[config.mk]
export PLATFORM = sky130hd
export DESIGN_NAME = can_message_buffer
export DESIGN_NICKNAME = d
export VERILOG_FILES = /design/src/logic/can_mb_pkg.sv /design/src/logic/can_message_buffer.sv /design/src/logic/mb_code_next.sv
export VERILOG_INCLUDE_DIRS = /design/src /design/src/logic
export SDC_FILE = /design/constraint.sdc
export NUM_CORES = 1
export LEC_CHECK = 0
export BUFFER_PORTS_ARGS = -buffer_cell sky130_fd_sc_hd__buf_4
export CAP_MARGIN = 10
export CORE_UTILIZATION = 30
export DETAILED_ROUTE_END_ITERATION = 8
export GPL_ROUTABILITY_DRIVEN = 0
export PLACE_DENSITY = 0.61
export REMOVE_ABC_BUFFERS = 1
export SETUP_SLACK_MARGIN = 0.4
export SYNTH_ARGS = -nofsm -noshare
export SYNTH_HDL_FRONTEND = slang
export SYNTH_SLANG_ARGS = --single-unit
[constraint.sdc]
create_clock -name clk_i -period 2.65 [get_ports clk_i]
set_input_delay 0.1325 -clock clk_i [delete_from_list [all_inputs] [get_ports clk_i]]
set_output_delay 0.1325 -clock clk_i [all_outputs]
set_load 0.005 [all_outputs]
[src/logic/can_mb_params.svh]
// Offsets, field positions, codes and timing counts of one CAN message buffer
`ifndef CAN_MB_PARAMS_SVH
`define CAN_MB_PARAMS_SVH

// ****************************************
// Byte offsets on the register bus
// ****************************************
`define MB_OFS_TIMER 5'h10
`define MB_ADR_PAGE 4
`define MB_ADR_IDX_HI 3
`define MB_ADR_IDX_LO 1

// ****************************************
// Word indices inside the buffer
// ****************************************
`define MB_W_CTRL 3'h0
`define MB_W_ID_UP 3'h1
`define MB_W_ID_LO 3'h2
`define MB_W_DATA0 3'h3
`define MB_DATA_WORDS 4

// ****************************************
// Control/status word fields
// ****************************************
`define MB_STAMP_HI 15
`define MB_STAMP_LO 8
`define MB_CODE_HI 7
`define MB_CODE_LO 4
`define MB_LEN_HI 3
`define MB_LEN_LO 0

// ****************************************
// Identifier word fields
// ****************************************
`define MB_UP_BASE_HI 15
`define MB_UP_BASE_LO 5
`define MB_UP_SRR 4
`define MB_UP_STD_RTR 4
`define MB_UP_IDE 3
`define MB_UP_MID_HI 2
`define MB_UP_MID_LO 0
`define MB_LO_EXT_HI 15
`define MB_LO_EXT_LO 1
`define MB_LO_RTR 0
`define MB_ID_BASE_HI 28
`define MB_ID_BASE_LO 18
`define MB_ID_MID_HI 17
`define MB_ID_MID_LO 15
`define MB_ID_EXT_HI 14
`define MB_ID_EXT_LO 0

// ****************************************
// Buffer codes
// ****************************************
`define MB_CODE_INACTIVE 4'h0
`define MB_CODE_EMPTY 4'h4
`define MB_CODE_FULL 4'h2
`define MB_CODE_OVERRUN 4'h6
`define MB_CODE_BUSY_BIT 4'h1
`define MB_CODE_TX_IDLE 4'h8
`define MB_CODE_TX_ONCE 4'hC
`define MB_CODE_TX_AUTO 4'hA
`define MB_CODE_TX_SEND 4'hE

// ****************************************
// Timing
// ****************************************
`define MB_BUSY_MAX 20
`define MB_BUSY_CYCLES 5'h04

`endif

[src/logic/can_mb_pkg.sv]
// Types of the CAN message buffer: fill states and the packed state record
package can_mb_pkg;

  typedef enum logic [1:0] {
    ST_IDLE = 2'b01,
    ST_FILL = 2'b10
  } fill_state_t;

  typedef struct packed {
    fill_state_t st;
    logic [7:0][15:0] word;
    logic [15:0] timer;
    logic [15:0] stamp;
    logic [4:0] busy_cnt;
    logic locked;
    logic read_seen;
    logic fresh;
    logic ack;
    logic [15:0] rdata;
    logic rx_take;
    logic tx_req;
    logic tx_ide;
    logic [28:0] tx_id;
    logic tx_rtr;
    logic [3:0] tx_dlc;
    logic [63:0] tx_data;
  } mb_state_t;

endpackage

[src/logic/can_message_buffer.sv]
// One CAN transmit/receive message buffer with a Wishbone register port
//
// Operation
// RULE_01: Time stamp takes timer high byte at identifier
// RULE_02: Received DLC goes into length field
// RULE_03: Host length becomes transmitted DLC
// RULE_04: RTR set sends remote frame, no data
// RULE_05: Up to eight data bytes, bus order
// RULE_06: Reserved word is plain host storage
// RULE_07: Code 0000 takes no part
// RULE_08: Empty buffer becomes full on reception
// RULE_09: Second unread frame sets overrun code
// RULE_10: Read before next frame gives full
// RULE_11: Busy shown at most 20 cycles
// RULE_12: Host ignores busy bit on transmit buffers
// RULE_13: Code 1000 is never scheduled
// RULE_14: 1100 data frame sent once, then 1000
// RULE_15: 1100 remote frame sent, then 0100
// RULE_16: 1010 answers every matching remote frame
// RULE_17: Matching remote request turns 1010 into 1110
// RULE_18: 1110 sent once, then back to 1010
// RULE_19: Upper identifier word holds fourteen top bits
// RULE_20: SRR stored as received on reception
// RULE_21: IDE selects extended or standard format
// RULE_22: Lower identifier word holds ID bits 14..0
// RULE_23: Lower word LSB is RTR in extended
// RULE_24: Standard lower word holds full timer stamp
// RULE_25: Control word read locks out reception
// RULE_26: Stamp 15..8, code 7..4, length 3..0
// RULE_27: Sixteen bytes, fixed word offsets
//
// The Wishbone slave port was left to the implementer.
`include "can_mb_params.svh"

module can_message_buffer
  import can_mb_pkg::*;
(
  input wire logic clk_i,
  input wire logic rst_i,
  input wire logic cyc_i,
  input wire logic stb_i,
  input wire logic we_i,
  input wire logic [4:0] adr_i,
  input wire logic [1:0] sel_i,
  input wire logic [15:0] dat_i,
  output logic [15:0] dat_o,
  output logic ack_o,
  input wire logic id_start_i,
  input wire logic rx_store_i,
  input wire logic rx_ide_i,
  input wire logic [28:0] rx_id_i,
  input wire logic rx_srr_i,
  input wire logic rx_rtr_i,
  input wire logic [3:0] rx_dlc_i,
  input wire logic [63:0] rx_data_i,
  output logic rx_take_o,
  input wire logic remote_hit_i,
  input wire logic tx_done_i,
  output logic tx_req_o,
  output logic tx_ide_o,
  output logic [28:0] tx_id_o,
  output logic tx_rtr_o,
  output logic [3:0] tx_dlc_o,
  output logic [63:0] tx_data_o,
  output logic locked_o
);

  mb_state_t s;
  mb_state_t n;

  logic wb_req;
  logic wb_go;
  logic wb_rd;
  logic wb_wr;
  logic in_buf;
  logic [2:0] idx;
  logic rd_ctrl;
  logic wr_ctrl;
  logic rd_timer;
  logic [3:0] code;
  logic [15:0] up_w;
  logic [15:0] lo_w;
  logic buf_rtr;
  logic rx_code;
  logic accept;
  logic rx_finish;
  logic sent;
  logic [3:0] hw_code;
  logic [15:0] rx_word [`MB_DATA_WORDS];

  // ****************************************
  // Decode
  // ****************************************
  assign wb_req = cyc_i && stb_i;
  assign wb_go = wb_req && !s.ack;
  assign wb_rd = wb_go && !we_i;
  assign wb_wr = wb_go && we_i;
  assign in_buf = !adr_i[`MB_ADR_PAGE];
  assign idx = adr_i[`MB_ADR_IDX_HI:`MB_ADR_IDX_LO];
  assign rd_ctrl = wb_rd && in_buf && idx == `MB_W_CTRL;
  assign wr_ctrl = wb_wr && in_buf && idx == `MB_W_CTRL;
  assign rd_timer = wb_rd && adr_i == `MB_OFS_TIMER;

  assign code = s.word[`MB_W_CTRL][`MB_CODE_HI:`MB_CODE_LO]; // RULE_26
  assign up_w = s.word[`MB_W_ID_UP];
  assign lo_w = s.word[`MB_W_ID_LO];
  assign buf_rtr = up_w[`MB_UP_IDE] ? lo_w[`MB_LO_RTR] : up_w[`MB_UP_STD_RTR]; // RULE_21 RULE_23
  assign rx_code = code == `MB_CODE_EMPTY || code == `MB_CODE_FULL
                   || code == `MB_CODE_OVERRUN;

  // Inactive and transmit codes never take a frame
  // A control read in the same cycle locks first; the frame waits behind the lock
  assign accept = rx_store_i && s.st == ST_IDLE && !s.locked && !rd_ctrl // RULE_07 RULE_25
                  && rx_code;
  assign rx_finish = s.st == ST_FILL && s.busy_cnt == 5'h01;
  assign sent = tx_done_i && s.tx_req; // RULE_13

  // Byte 0 is the first on the bus and sits in the high lane of the first data word
  genvar k;
  generate
    for (k = 0; k < `MB_DATA_WORDS; k++) begin : g_rx_word
      assign rx_word[k] = rx_data_i[63 - 16 * k -: 16]; // RULE_05
    end
  endgenerate

  mb_code_next u_code (
    .code_i(code),
    .rtr_i(buf_rtr),
    .tx_done_i(sent),
    .remote_hit_i(remote_hit_i),
    .rx_finish_i(rx_finish),
    .rx_fresh_i(s.fresh),
    .code_o(hw_code)
  );

  // ****************************************
  // Next state
  // ****************************************
  always_comb begin
    logic [15:0] rd_val;
    logic [15:0] nup;
    logic [15:0] nlo;
    logic nrtr;
    logic [3:0] ncode;
    rd_val = 16'h0000;
    nup = 16'h0000;
    nlo = 16'h0000;
    nrtr = 1'h0;
    ncode = 4'h0;
    n = s;
    n.timer = s.timer + 16'h0001;
    n.ack = wb_go;
    n.rx_take = 1'h0;

    if (id_start_i) begin
      n.stamp = s.timer; // RULE_01
    end

    // Host access; the spare word is plain storage like the rest
    if (in_buf) begin
      rd_val = s.word[idx];
      if (idx == `MB_W_CTRL && s.st == ST_FILL) begin
        rd_val[`MB_CODE_HI:`MB_CODE_LO] = code | `MB_CODE_BUSY_BIT; // RULE_11
      end
    end else if (adr_i == `MB_OFS_TIMER) begin
      rd_val = s.timer;
    end
    n.rdata = wb_rd ? rd_val : 16'h0000;
    if (wb_wr && in_buf) begin
      if (sel_i[1]) begin
        n.word[idx][15:8] = dat_i[15:8]; // RULE_03 RULE_06 RULE_27
      end
      if (sel_i[0]) begin
        n.word[idx][7:0] = dat_i[7:0];
      end
    end

    // A read during a fill neither locks nor counts as reading the new frame
    if (rd_ctrl && rx_code && s.st == ST_IDLE) begin
      n.locked = 1'h1; // RULE_25
      if (code == `MB_CODE_FULL || code == `MB_CODE_OVERRUN) begin
        n.read_seen = 1'h1; // RULE_10
      end
    end
    if (rd_timer) begin
      n.locked = 1'h0;
    end

    // Receive fill
    case (s.st)
      ST_IDLE: begin
        if (accept) begin
          n.st = ST_FILL;
          n.busy_cnt = `MB_BUSY_CYCLES;
          n.fresh = code == `MB_CODE_EMPTY || s.read_seen; // RULE_10
          n.read_seen = 1'h0;
          n.rx_take = 1'h1;
          n.word[`MB_W_CTRL][`MB_STAMP_HI:`MB_STAMP_LO] =
            s.stamp[`MB_STAMP_HI:`MB_STAMP_LO]; // RULE_01
          n.word[`MB_W_CTRL][`MB_LEN_HI:`MB_LEN_LO] = rx_dlc_i; // RULE_02
          if (rx_ide_i) begin
            nup = {rx_id_i[`MB_ID_BASE_HI:`MB_ID_BASE_LO], rx_srr_i, 1'h1,
                   rx_id_i[`MB_ID_MID_HI:`MB_ID_MID_LO]}; // RULE_19 RULE_20 RULE_21
            nlo = {rx_id_i[`MB_ID_EXT_HI:`MB_ID_EXT_LO], rx_rtr_i}; // RULE_22 RULE_23
          end else begin
            nup = {rx_id_i[`MB_ID_BASE_HI:`MB_ID_BASE_LO], rx_rtr_i, 4'h0};
            nlo = s.stamp; // RULE_24
          end
          n.word[`MB_W_ID_UP] = nup;
          n.word[`MB_W_ID_LO] = nlo;
          for (int i = 0; i < `MB_DATA_WORDS; i++) begin
            n.word[int'(`MB_W_DATA0) + i] = rx_word[i]; // RULE_05
          end
        end
      end
      ST_FILL: begin
        n.busy_cnt = s.busy_cnt - 5'h01;
        if (rx_finish) begin
          n.st = ST_IDLE;
          n.fresh = 1'h0;
        end
      end
      default: begin
        n.st = ST_IDLE;
      end
    endcase

    // Transmit completion stamps the buffer like a reception
    if (sent) begin
      n.word[`MB_W_CTRL][`MB_STAMP_HI:`MB_STAMP_LO] =
        s.stamp[`MB_STAMP_HI:`MB_STAMP_LO]; // RULE_01
      if (!up_w[`MB_UP_IDE]) begin
        n.word[`MB_W_ID_LO] = s.stamp; // RULE_24
      end
    end

    // A host write of the control word overrides a hardware code change
    if (!wr_ctrl) begin
      n.word[`MB_W_CTRL][`MB_CODE_HI:`MB_CODE_LO] = hw_code;
    end

    // Transmit view, taken from the state that will be registered
    ncode = n.word[`MB_W_CTRL][`MB_CODE_HI:`MB_CODE_LO];
    nup = n.word[`MB_W_ID_UP];
    nlo = n.word[`MB_W_ID_LO];
    nrtr = nup[`MB_UP_IDE] ? nlo[`MB_LO_RTR] : nup[`MB_UP_STD_RTR];
    n.tx_req = ncode == `MB_CODE_TX_ONCE || ncode == `MB_CODE_TX_SEND; // RULE_13 RULE_16
    n.tx_ide = nup[`MB_UP_IDE]; // RULE_21
    n.tx_rtr = nrtr;
    if (nup[`MB_UP_IDE]) begin
      n.tx_id = {nup[`MB_UP_BASE_HI:`MB_UP_BASE_LO], nup[`MB_UP_MID_HI:`MB_UP_MID_LO],
                 nlo[`MB_LO_EXT_HI:`MB_LO_EXT_LO]}; // RULE_19 RULE_22
    end else begin
      n.tx_id = {nup[`MB_UP_BASE_HI:`MB_UP_BASE_LO], 18'h00000};
    end
    n.tx_dlc = nrtr ? 4'h0 : n.word[`MB_W_CTRL][`MB_LEN_HI:`MB_LEN_LO]; // RULE_03 RULE_04
    for (int j = 0; j < `MB_DATA_WORDS; j++) begin
      n.tx_data[63 - 16 * j -: 16] = n.word[int'(`MB_W_DATA0) + j]; // RULE_05
    end
  end

  // ****************************************
  // State register
  // ****************************************
  always_ff @(posedge clk_i) begin
    if (rst_i) begin
      s <= '0;
      s.st <= ST_IDLE;
    end else begin
      s <= n;
    end
  end

  assign ack_o = s.ack;
  assign dat_o = s.rdata;
  assign rx_take_o = s.rx_take;
  assign tx_req_o = s.tx_req;
  assign tx_ide_o = s.tx_ide;
  assign tx_id_o = s.tx_id;
  assign tx_rtr_o = s.tx_rtr;
  assign tx_dlc_o = s.tx_dlc;
  assign tx_data_o = s.tx_data;
  assign locked_o = s.locked;

  // ****************************************
  // Checks
  // ****************************************
  localparam int BUSY_LIM = `MB_BUSY_MAX;
endmodule

[src/logic/mb_code_next.sv]
// Hardware transitions of the message buffer code field
`include "can_mb_params.svh"

module mb_code_next (
  input wire logic [3:0] code_i,
  input wire logic rtr_i,
  input wire logic tx_done_i,
  input wire logic remote_hit_i,
  input wire logic rx_finish_i,
  input wire logic rx_fresh_i,
  output logic [3:0] code_o
);

  always_comb begin
    code_o = code_i;
    if (rx_finish_i) begin
      // A read since the last frame turns an overrun back into full
      if (rx_fresh_i) begin
        code_o = `MB_CODE_FULL; // RULE_08 RULE_10 RULE_11
      end else if (code_i == `MB_CODE_FULL || code_i == `MB_CODE_OVERRUN) begin
        code_o = `MB_CODE_OVERRUN; // RULE_09 RULE_11
      end
    end else begin
      case (code_i)
        `MB_CODE_TX_ONCE: begin
          if (tx_done_i) begin
            code_o = rtr_i ? `MB_CODE_EMPTY : `MB_CODE_TX_IDLE; // RULE_14 RULE_15
          end
        end
        `MB_CODE_TX_AUTO: begin
          if (remote_hit_i && !rtr_i) begin
            code_o = `MB_CODE_TX_SEND; // RULE_16 RULE_17
          end
        end
        `MB_CODE_TX_SEND: begin
          if (tx_done_i) begin
            code_o = `MB_CODE_TX_AUTO; // RULE_16 RULE_18
          end
        end
        default: begin
          code_o = code_i;
        end
      endcase
    end
  end

endmodule

* Word level (Yosys, flattened, before mapping) *
Cells that the tools add are included.

storage, ports and cells
  register bits = 288
  bits of input ports = 132
  output and inout port bits = 119

operators by class
  add/sub/neg operators = 2
  $lt $le $gt $ge = 2
  eq/ne operators = 14
  muxes and demuxes = 47
  bitwise gates (word level) = 3
  reduce and logical (&&, ||, !) cells = 41

operators with widths
  cell                                                                number
  128-bit 2-to-1 mux                                                  3
  128-bit bitwise mux                                                 2
  104-bit 2-to-1 mux                                                  2
  112-bit 2-to-1 mux                                                  1
  16-bit 2-to-1 mux                                                   7
  16-bit demux with 3-bit select                                      2
  16-bit binary-select mux with 3-bit select                          1
  4-bit 2-to-1 mux                                                    11
  4-bit == test, second input constant                                5
  1-bit logical AND                                                   20
  16-bit by 1-bit adder with 16-bit output, second input constant     1
  8-bit 2-to-1 mux                                                    2
  4-bit case mux with 3 select lines                                  1
  5-bit 2-to-1 mux                                                    2
  5-bit case mux with 2 select lines                                  1
  2-bit OR reduction                                                  5
  4-bit by 3-bit == test with 1-bit output, second input constant     2
  1-bit 2-to-1 mux                                                    7
  1-bit zero test                                                     6
  2-bit 2-to-1 mux                                                    3
  5-bit by 1-bit == test with 1-bit output, second input constant     1
  5-bit == test, second input constant                                1
  1-bit logical OR                                                    5
  5-bit by 1-bit subtractor with 5-bit output, second input constant  1
  other kinds (13)                                                    17

* Longest topological paths before layout *
Gate-level depths: netlist of run 1.

  depth in word-level cells = 16
  depth in mapped cells = 9

* Hierarchy *
Synthesis of run 1 repeated with hierarchy kept, for this count alone.

unflattened totals
  cells, all modules = 1,242
  area, all modules = 10,996.8 µm²

modules (own cells, without submodules)
  module              instances  cells an instance  area an instance (µm²)  sequential area each (µm²)
  can_message_buffer  1          1,227              10,892.9                4,244.1
  mb_code_next        1          15                 103.8                   0.0

* Worst setup path before layout of run 1 *
OpenSTA, ideal clock, no wires.

  path type = reg-to-reg
  from = register s, in the netlist ack_o
  to = register s, in the netlist tx_rtr_o
  library setup time = 0.067 ns
  data arrival time = 2.008 ns
  required time = 2.583 ns
  setup slack = 0.575 ns
  stages on the path, launching flop included = 7
  clock period less this slack = 2.075 ns
  path through = dfxtp_1 > and4bb_1 > a211o_2 > nor2_2 > mux2_2 > mux2i_4 > nor2b_1

between the ends
  longest elaborated chain between the ends = 13

RTL lines
  item                                line                       source
  start, declared                     can_message_buffer.sv:68   mb_state_t s;
  start signal, assigned              can_message_buffer.sv:270  s <= n;
  1-bit zero test (*)                 can_message_buffer.sv:95   assign wb_go = wb_req && !s.ack;
  1-bit logical AND (*)               can_message_buffer.sv:95
  1-bit logical AND                   can_message_buffer.sv:96   assign wb_rd = wb_go && !we_i;
  1-bit logical AND                   can_message_buffer.sv:100  assign rd_ctrl = wb_rd && in_buf && idx == `MB_W_CTRL;
  1-bit logical AND (no source line)  --
  1-bit zero test                     can_message_buffer.sv:113  assign accept = rx_store_i && s.st == ST_IDLE && !s.locked && !rd_ctrl
  1-bit logical AND                   can_message_buffer.sv:113
  1-bit logical AND                   can_message_buffer.sv:114  && rx_code;
  104-bit 2-to-1 mux                  can_message_buffer.sv:192  if (accept) begin
  104-bit 2-to-1 mux (*)              can_message_buffer.sv:190  case (s.st)
  16-bit 2-to-1 mux                   can_message_buffer.sv:232  if (!up_w[`MB_UP_IDE]) begin
  16-bit 2-to-1 mux                   can_message_buffer.sv:229  if (sent) begin
  1-bit 2-to-1 mux (*)                can_message_buffer.sv:246  nrtr = nup[`MB_UP_IDE] ? nlo[`MB_LO_RTR] : nup[`MB_UP_STD_RTR];

Mark *: on every way between the ends. The rest lies on a longest branch, timed or not.
A chain may end at the register's enable or synchronous reset.

* Final worst setup path of run 1 *
  from = register s, in the netlist ack_o
  to = register s, in the netlist tx_dlc_o[2]

between the ends
  longest elaborated chain between the ends = 14

RTL lines
  item                                 line
  1-bit zero test (*)                  can_message_buffer.sv:95
  1-bit logical AND (*)                can_message_buffer.sv:95
  1-bit logical AND                    can_message_buffer.sv:96
  1-bit logical AND                    can_message_buffer.sv:100
  1-bit logical AND (no source line)   --
  1-bit zero test                      can_message_buffer.sv:113
  1-bit logical AND                    can_message_buffer.sv:113
  1-bit logical AND                    can_message_buffer.sv:114
  104-bit 2-to-1 mux                   can_message_buffer.sv:192
  104-bit 2-to-1 mux                   can_message_buffer.sv:190
  16-bit 2-to-1 mux                    can_message_buffer.sv:232
  16-bit 2-to-1 mux                    can_message_buffer.sv:229
  1-bit 2-to-1 mux                     can_message_buffer.sv:246
  2-bit OR reduction (no source line)  --

Marks and branches as above.

==> summary.md, run 1 <==
| Metric | Value |
|---|---|
| Setup Skew | `0.00880 ns` |
| DR pass1 iterations | `9` |
| Worst Hold Depth | `3` |
| Post-synth EDFFs | `0` |
| Power Dens Cells | `496 nW/um2` |
| Hold endpoint | `s[207]` |
| Switching Power | `1.73 mW` |
| Die width | `roughly 190 um` |
| Most common cell in the netlist | `dfxtp_1` |
| Setup crit end kind | `flop` |
| Top post-synthesis cells by count | `dfxtp_1 (212), nor2_1 (201), mux2i_1 (115)` |
| Global Route Usage Sum | `0.204` |
| Worst Path Max Fanout | `6` |
| Clock buffer depth | `3` |
| IO Port Bufs | `250` |
| Total Wirelength | `~40000 um` |
| HPWL Detailed | `around 28000 um` |
| Failing checks | `design-rule violations` |
| Max Clk Rate | `0.457 GHz` |
| Sw frac | `0.239` |
| Worst-case reg-to-reg path depth | `6` |
| First-pass GRT wire length | `60200 um` |
| Clock Sinks | `212` |
| Synth top area share | `0.386` |
| Rel. slew slack | `0.531` |
| Final-report max-slew violation count | `0` |
| Worst VDD drop | `about 0.3 mV` |
| Worst-path clk slew | `about 0.060 ns` |
| Antenna Cells | `0` |
| Slew of the pin with the lowest slew margin | `0.704 ns` |
| Nets | `1618` |
| Starting Density | `0.307` |
| Synthesized area per cell | `8.83 um2` |
| Sequential area share after synthesis | `0.386` |
| Hold Crit Class | `input pin to flop` |
| Clk_lat worst skew | `0.52 ns` |
| Required time of the worst setup path | `3.07 ns` |
| RSZ-0062 raised after global routing | `true` |
| Final setup violation count | `0` |
| Reg2reg end | `tx_dlc_o[2]` |
| Mapped Cells | `1245` |
| # fillers | `about 3500` |
| Multi-input logic area | `5480 um2` |
| Worst flop-to-flop path startpoint | `ack_o` |
| Status | `finished with violations` |
| Core area | `around 36000 um2` |
| Pin count of the biggest net entering global routing | `79` |
| DR DRC count | `17` |
| Placed instance count | `1793` |
| 1st-iter DRT viols | `777` |
| Dominant cell type by area after synthesis | `dfxtp_1` |
| Clock root buffer | `clkbuf_16` |
| Endpoints failing hold | `0` |
| Main synth FF type | `dfxtp_1` |
| Layout cells sized above 1 | `0.267` |
| Critical Path Source Type | `flop` |
| Kind of critical path | `flop to flop` |
| Via count | `10174` |
| TritonCTS clock tree | `done` |
| Cell Area, Synth | `roughly 11000 um2` |
| Area grow syn2layout | `32.8%` |
| Routed vias/inst | `5.19` |
| HP Start | `dat_i[1]` |
| Ports | `251` |
| H-Tree Level Count | `1` |
| Routed length per instance | `20.3 um` |
| Sequential cell area | `roughly 4200 um2` |
| Clock power frac | `0.458` |
| Async S/R FF share, synth | `0` |
| Lkg Pwr | `about 6.0 nW` |
| Arrival @ worst endpoint | `approximately 2.6 ns` |
| Unique masters post-synth | `75` |
| Area contributors post-synth | `dfxtp_1 (39%), mux2i_1 (10%), buf_4 (7.8%)` |
| Hold WS | `about 0.018 ns` |
| Total gr overflow | `0` |
| Number of max-cap violations | `0` |
| Vias in the first global route | `a little over 10000` |
| Portion of total power attributed to sequential cells | `0.446` |
| Cell Count, Final, Fillers Out | `around 2000` |
| Ratio of final minimum period to clock period | `0.826` |
| Die Footprint | `37400 um2` |
| FF+latch count, synth | `approximately 210` |
| Antenna violations before repair | `0` |
| Die height | `between 150 and 200 um` |
| Internal | `5.51 mW` |
| Final ANT Viol Nets | `0` |
| Comb power frac | `0.096` |
| CTS Buf Count | `23` |
| Reg-to-reg slack, setup | `0.46 ns` |
| Minimum clock period | `approximately 2.2 ns` |
| Yosys warnings | `0` |
| Row count | `69` |
-- flip-flops by register name, summed over array words and instances, names as in the netlist --
signal,cells
up_w,16
tx_data_o,3
code,4
dat_o,16
tx_rtr_o,1
tx_id_o,18
tx_req_o,1
tx_dlc_o,4
rx_take_o,1
locked_o,1
s,130
lo_w,16
ack_o,1
-- power groups by stage --
stage | clock, mW | sequential (mW) | combinational [mW]
floorplan | 0 | 3.30 | 0.139
global placement | 0 | 3.30 | 0.542
global route | 3.49 | 3.23 | 0.734
finish | 3.32 | 3.23 | 0.694
CTS | 3.38 | 3.23 | 0.684
detailed placement | 0 | 3.30 | 0.546
-- cells in the final DEF, fill, tap and decap left out, types with 4 or more instances in the layout --
cell / Yosys / layout
a211oi_1: 79 / 79
a21oi_1: 47 / 46
a221oi_1: 11 / 11
a22oi_1: 13 / 13
a311oi_1: 17 / 17
a31oi_1: 14 / 14
and3_1: 9 / 9
buf_4: 114 / 307
clkbuf_1: 43 / 6
clkbuf_16: 0 / 23
clkinv_2: 0 / 5
dfxtp_1: 212 / 212
dlygate4sd3_1: 0 / 111
inv_1: 20 / 20
mux2_2: 18 / 18
mux2i_1: 115 / 115
nand2_1: 60 / 59
nand2b_1: 4 / 4
nand3_1: 45 / 45
nand3b_1: 4 / 4
nand4_1: 8 / 8
nor2_1: 201 / 200
nor2b_1: 27 / 27
nor3_1: 15 / 15
o211a_1: 7 / 7
o21ai_0: 20 / 20
o2bb2ai_1: 8 / 8
xnor2_1: 6 / 6
xor2_1: 6 / 6
-- worst max path at each step --
stage / endpoint / start / slack [ns]
floorplan: tx_dlc_o[2] / ack_o / -0.93
global placement: tx_rtr_o / ack_o / 0.34
detailed placement: tx_rtr_o / ack_o / 0.24
CTS: tx_dlc_o[2] / ack_o / 0.41
global route: tx_dlc_o[2] / code[0] / 0.36
finish: tx_dlc_o[2] / ack_o / 0.46
-- cell type report --
class	count	share of cell area
inverters	20	0.00514
multi-input cells	805	0.375
clock buffers	31	0.0428
repair buffers	421	0.237
well taps	461	0.0395
flip-flops and latches	212	0.291
clock inverters	11	0.00960
-- critical path: stages (launching register included) --
cell and delay [ns]:
dfxtp_1 0.37, and4bb_4 0.29, a211o_2 0.41, o31a_1 0.32, o221ai_4 0.27, mux2i_4 0.15, a2111oi_4 0.28
-- cells by family after synthesis --
| group | Yosys count | synth area share |
|---|---|---|
| xor+xnor | 12 | 0.00956 |
| simple gates | 403 | 0.175 |
| compound gates | 244 | 0.163 |
| mux | 142 | 0.142 |
| buf+inv | 229 | 0.121 |
| fa+ha+maj | 3 | 0.00341 |
| flops | 212 | 0.386 |
-- through the flow --
stage                     total power [mW]  cell area (um2)   util  setup TNS, ns  worst slack, ns
after floorplan                       3.44             9740      -         -29.97           -0.934
after global placement                3.85            12600  0.351              0            0.341
after detailed placement              3.85            12600  0.351              0            0.236
after CTS                             7.29            14500  0.404              0            0.415
after global routing                  7.46            14600  0.408              0            0.364
final                                 7.24            14600  0.408              0            0.461
-- metal layers --
layer | vias up | wire (um) | GRT usage
li1 | 4779 | - | -
met1 | 4916 | 17700 | 0.272
met2 | 403 | 18100 | 0.330
met3 | 76 | 2730 | 0.0368
met4 | 0 | 1230 | 0.0720
met5 | - | 0 | 0
-- timing repair --
item,in CTS,in global routing
setup endpoints to repair,26,64
hold endpoints to repair,127,0
hold buffers,111,0
cloned,0,1
resized for setup,3,8
buffers inserted,2,12
pin swaps,1,3
Note: power is estimated with default switching activity, not from simulation.
==> inputs of run 2 (changes only) <==
--- a/config.mk
+++ b/config.mk
@@ -11,7 +11,7 @@
 export CORE_UTILIZATION = 30
 export DETAILED_ROUTE_END_ITERATION = 8
 export GPL_ROUTABILITY_DRIVEN = 0
-export PLACE_DENSITY = 0.61
+export PLACE_DENSITY = 0.63
 export REMOVE_ABC_BUFFERS = 1
 export SETUP_SLACK_MARGIN = 0.4
 export SYNTH_ARGS = -nofsm -noshare
==> constraint.sdc (replaced) <==
create_clock -name clk_i -period 2 [get_ports clk_i]
set_input_delay 0.1 -clock clk_i [delete_from_list [all_inputs] [get_ports clk_i]]
set_output_delay 0.1 -clock clk_i [all_outputs]
set_load 0.005 [all_outputs]
==> summary.md, run 2 (synthesis gave the netlist of run 1 again) <==
| Metric | Value |
|---|---|
| Placed instance count | `1860` |
| IO Port Bufs | `250` |
| Die width | `193 um` |
| Failing checks | `design-rule violations, negative hold slack, negative setup slack` |
| Ratio of final minimum period to clock period | `1.01` |
| Top reg by flops | `s` |
| Starting Density | `0.307` |
| Area grow syn2layout | `65.4%` |
| Row count | `69` |
| Setup crit end kind | `flop` |
| HP Start | `rx_dlc_i[2]` |
| Cell Count, Final, Fillers Out | `roughly 2100` |
| Layout cells sized above 1 | `0.482` |
| Via count | `11335` |
| HPWL Detailed | `29300 um` |
| Status | `finished with violations` |
| Worst flop-to-flop path startpoint | `ack_o` |
| Area post-placement | `approximately 13000 um2` |
| Endpoints failing hold | `1` |
| Most frequent cells in the layout | `buf_4 (338), dfxtp_1 (199), nor2_1 (115)` |
| Required time of the worst setup path | `2.46 ns` |
| Core area | `roughly 36000 um2` |
| Critical Path Source Type | `flop` |
| Pin count of the biggest net entering global routing | `58` |
| Global Route Usage Sum | `0.234` |
| Routed vias/inst | `around 5.4` |
| Die height | `193 um` |
| Total Wirelength | `46700 um` |
| Clock Sinks | `roughly 210` |
| Number of max-cap violations | `0` |
| Kind of critical path | `flop to flop` |
| Worst Path Max Fanout | `5` |
| Minimum clock period | `2.01 ns` |
| Nets | `1749` |
| Lkg Pwr | `roughly 7.2 nW` |
| # fillers | `between 2000 and 3000` |
| Max Clk Rate | `0.497 GHz` |
| CTS Buf Count | `24` |
| Worst Setup SP | `ack_o` |
| 1st-iter DRT viols | `1147` |
| Worst-path clk slew | `0.07 ns` |
| Final setup violation count | `6` |
| Final ANT Viol Nets | `0` |
| Setup TNS | `-0.0500 ns` |
| Antenna violations before repair | `2` |
| TritonCTS clock tree | `done` |
| Min setup slack post-route | `-0.0116 ns` |
| Vias in the first global route | `11245` |
| Clk_lat worst skew | `0.52 ns` |
| Setup Skew | `0.00830 ns` |
| Max FFs per register | `130` |
| Power Dens Cells | `573 nW/um2` |
| Routed length per instance | `22.3 um` |
| Hold Crit Class | `input pin to flop` |
| Clock buffer depth | `3` |
| Hold WS | `-0.0145 ns` |
| RSZ-0062 raised after global routing | `true` |
| First-pass GRT wire length | `68300 um` |
| Commonest non-fill, non-tap cell in the layout | `buf_4` |
| Arrival @ worst endpoint | `~2.5 ns` |
| Worst VDD drop | `0.525 mV` |
| H-Tree Level Count | `1` |
| Final-report max-slew violation count | `0` |
| Clock root buffer | `clkbuf_16` |
| Final Cell Area | `between 15000 and 20000 um2` |
| DR pass1 iterations | `8` |
| Ports | `around 250` |
| Total gr overflow | `0` |
| Rel. slew slack | `0.621` |
| Die Footprint | `37400 um2` |
| DR DRC count | `15` |
| Slew of the pin with the lowest slew margin | `0.566 ns` |
run 2: cell count changes in the layout (fill, tap and decap cells not counted), sizes merged, moves of 2 or more:
cell / before / now
buf: 310 / 434
clkbuf: 31 / 37
clkinv: 6 / 4
dlygate4sd3: 111 / 114
run 2: path summary, 6_finish.rpt:
| check | cells past startpoint | slack [ns] | endpoint |
|---|---|---|---|
| setup / recovery | 11 | -0.01 | s[123] |
| hold / removal | 3 | -0.01 | s[160] |
| setup reg to reg | 11 | -0.01 | s[123] |
| hold reg to reg | 1 | 0.48 | s[142] |
run 2: critical path: stages (launching register included):
cell and delay [ns]:
dfxtp_2 0.34, and4bb_2 0.27, a211oi_2 0.19, buf_4 0.18, nand2_8 0.08, buf_16 0.16
buf_12 0.12, buf_16 0.14, buf_12 0.14, a211oi_2 0.16, a21oi_1 0.06, nor2_1 0.10
run 2: power by group:
group	leakage, nW	switching [mW]	internal [mW]	total, mW
registers	1.72	0.0359	4.25	4.29
logic	5.03	0.586	0.582	1.17
clock network	0.442	1.90	3.06	4.96
run 2: layer usage:
layer	global-route usage	share of wire
met1	0.301	0.41
met2	0.379	0.46
met3	0.0418	0.079
met4	0.108	0.047
met5	0	0.00036
run 2: final cells by class:
cell class              count  area, um2  area share
well taps                 461        577      0.0317
multi-input cells         804       6950       0.382
flip-flops and latches    212       4260       0.234
repair buffers            552       5430       0.299
diodes                      1       2.50    0.000138
clock buffers              34        729      0.0401
clock inverters            10        161     0.00887
inverters                  20       75.1     0.00413
run 2: timing repair:
item / in CTS / in global routing
setup buffers: 43 / 10
pin swaps: 46 / 76
hold endpoints to repair: 135 / 0
cloned: 16 / 5
gates resized for setup: 255 / 209
setup endpoints to repair: 165 / 178
hold buffers: 115 / 0
run 2: through the flow:
stage	total power, mW	util	worst slack, ns	hold slack [ns]
after global placement	5.16	0.371	-0.111	0.360
after detailed placement	5.17	0.371	-0.0985	0.363
final	10.4	0.508	-0.0116	-0.0145
after floorplan	4.55	-	-1.58	0.164
after global routing	10.7	0.508	-0.143	0.00301
after CTS	10.4	0.480	0.0137	0.00785
==> inputs of run 3 (changes only) <==
--- a/config.mk
+++ b/config.mk
@@ -14,6 +14,7 @@
 export PLACE_DENSITY = 0.63
 export REMOVE_ABC_BUFFERS = 1
 export SETUP_SLACK_MARGIN = 0.4
+export SKIP_LAST_GASP = 1
 export SYNTH_ARGS = -nofsm -noshare
 export SYNTH_HDL_FRONTEND = slang
 export SYNTH_SLANG_ARGS = --single-unit
==> summary.md, run 3 (synthesis gave the netlist of run 1 again) <==
| Metric | Value |
|---|---|
| Final Cell Area | `~18000 um2` |
| Most frequent cells in the layout | `buf_4 (342), dfxtp_1 (200), nor2_1 (121)` |
| Layout cells sized above 1 | `0.474` |
| Ratio of final minimum period to clock period | `1.01` |
| Core area | `between 30000 and 40000 um2` |
| Arrival @ worst endpoint | `around 2.4 ns` |
| Worst Path Max Fanout | `5` |
| Routed length per instance | `22.2 um` |
| Hold Crit Class | `input pin to flop` |
| Clock power frac | `0.476` |
| Global Route Usage Sum | `0.234` |
| Minimum clock period | `2.01 ns` |
| First-pass GRT wire length | `68300 um` |
| Starting Density | `0.307` |
| Commonest non-fill, non-tap cell in the layout | `buf_4` |
| Min setup slack post-route | `-0.0110 ns` |
| Endpoints failing hold | `1` |
| Clock buffer depth | `3` |
| Total Wirelength | `46400 um` |
| RSZ-0062 raised after global routing | `true` |
| Via count | `between 10000 and 15000` |
| CTS Buf Count | `24` |
| Portion of total power attributed to sequential cells | `0.412` |
| HPWL Detailed | `roughly 29000 um` |
| Die width | `193 um` |
| Final-report max-slew violation count | `0` |
| Die height | `about 190 um` |
| Critical Path Source Type | `flop` |
| Die Footprint | `about 37000 um2` |
| Nets | `about 1700` |
| TritonCTS clock tree | `done` |
| DR pass1 iterations | `8` |
| Kind of critical path | `flop to flop` |
| Required time of the worst setup path | `2.41 ns` |
| Clock root buffer | `clkbuf_16` |
| Comb power frac | `0.112` |
| H-Tree Level Count | `1` |
| IO Port Bufs | `250` |
| Number of max-cap violations | `0` |
| Area post-placement | `13300 um2` |
| Clk_lat worst skew | `0.53 ns` |
| Routed vias/inst | `5.39` |
| Ports | `251` |
| Internal | `roughly 7.9 mW` |
| Setup Skew | `approximately 0.011 ns` |
| Max FFs per register | `130` |
| Final setup violation count | `4` |
| Worst VDD drop | `roughly 0.53 mV` |
| Sw frac | `0.241` |
| Antenna violations before repair | `2` |
| Rel. slew slack | `0.603` |
| Row count | `69` |
| Area grow syn2layout | `64.4%` |
| Power Dens Cells | `576 nW/um2` |
| Worst-path clk slew | `about 0.070 ns` |
| Setup crit end kind | `flop` |
| Pin count of the biggest net entering global routing | `58` |
| Status | `finished with violations` |
| Switching Power | `roughly 2.5 mW` |
| Vias in the first global route | `around 11000` |
| Max Clk Rate | `0.497 GHz` |
| DR DRC count | `15` |
| 1st-iter DRT viols | `1016` |
| Final ANT Viol Nets | `0` |
| Hold WS | `-0.0183 ns` |
| Lkg Pwr | `7.18 nW` |
| Failing checks | `design-rule violations, negative hold slack, negative setup slack` |
| Clock Sinks | `212` |
| Top reg by flops | `s` |
| Slew of the pin with the lowest slew margin | `roughly 0.59 ns` |
| Total gr overflow | `0` |
==> run 3: changes by cell type in the layout (fill, tap and decap cells not counted), moves of 2 or more <==
cell / before / now
nor2_1: 115 / 121
buf_4: 338 / 342
nor2_4: 71 / 62
buf_6: 41 / 37
nor3_2: 6 / 4
nor2_2: 19 / 22
nor3_1: 9 / 11
==> run 3: power by group through the flow <==
stage	Sequential [mW]	Combinational, mW	Clock [mW]
floorplan	4.37	0.184	0
global placement	4.38	0.788	0
detailed placement	4.38	0.793	0
CTS	4.28	1.08	4.99
global route	4.29	1.21	5.18
finish	4.29	1.16	4.96
==> run 3: timing repair <==
action | CTS | global route
pin swaps | 46 | 69
hold endpoints to repair | 135 | 0
endpoints found under the setup margin | 165 | 178
hold buffers | 115 | 0
buffers inserted | 43 | 10
cloned | 16 | 5
resized for setup | 255 | 182
==> run 3: final timing paths <==
path | slack, ns | end | start | cells past startpoint
max | -0.01 | s[258] | ack_o | 11
min | -0.02 | s[160] | rx_dlc_i[2] | 3
max reg2reg | -0.01 | s[258] | ack_o | 11
min reg2reg | 0.48 | s[142] | s[142] | 1
==> run 3: per-stage QoR <==
step                      cells  worst slack (ns)  setup TNS [ns]  utilization  total power [mW]
final                      2094           -0.0110         -0.0392        0.505              10.4
after global routing       2094           -0.0856           -1.26        0.505              10.7
after CTS                  2078            0.0137               0        0.480              10.4
after detailed placement   1860           -0.0985          -0.714        0.371              5.17
after global placement     1860            -0.111          -0.604        0.371              5.16
after floorplan            1036             -1.58         -105.41            -              4.55
==> run 3: layer usage <==
layer | wire length [um] | vias to the layer above | track usage | share of wire
met5 | 17 | - | 0 | 0.00037
met4 | 2140 | 2 | 0.108 | 0.046
met3 | 3490 | 151 | 0.0418 | 0.075
met2 | 21500 | 567 | 0.379 | 0.46
met1 | 19300 | 5502 | 0.301 | 0.42
li1 | - | 5063 | - | -
==> run 3: worst max-delay path: stages (launching register included) <==
cell and delay, ns:
dfxtp_2 0.34, and4bb_2 0.27, a211oi_2 0.18, buf_4 0.18, nand2_8 0.08, buf_16 0.16
buf_12 0.12, buf_16 0.14, buf_12 0.13, buf_16 0.14, nor2_4 0.08, a211oi_1 0.06
==> run 3: final cells by class <==
type	count	area (um2)
Fill cell	2916	17800
Multi-Input combinational cell	804	6850
Timing Repair Buffer	552	5420
Sequential cell	212	4260
Clock buffer	34	729
Tap cell	461	577
Clock inverter	10	161
Inverter	20	75.1
Antenna cell	1	2.50
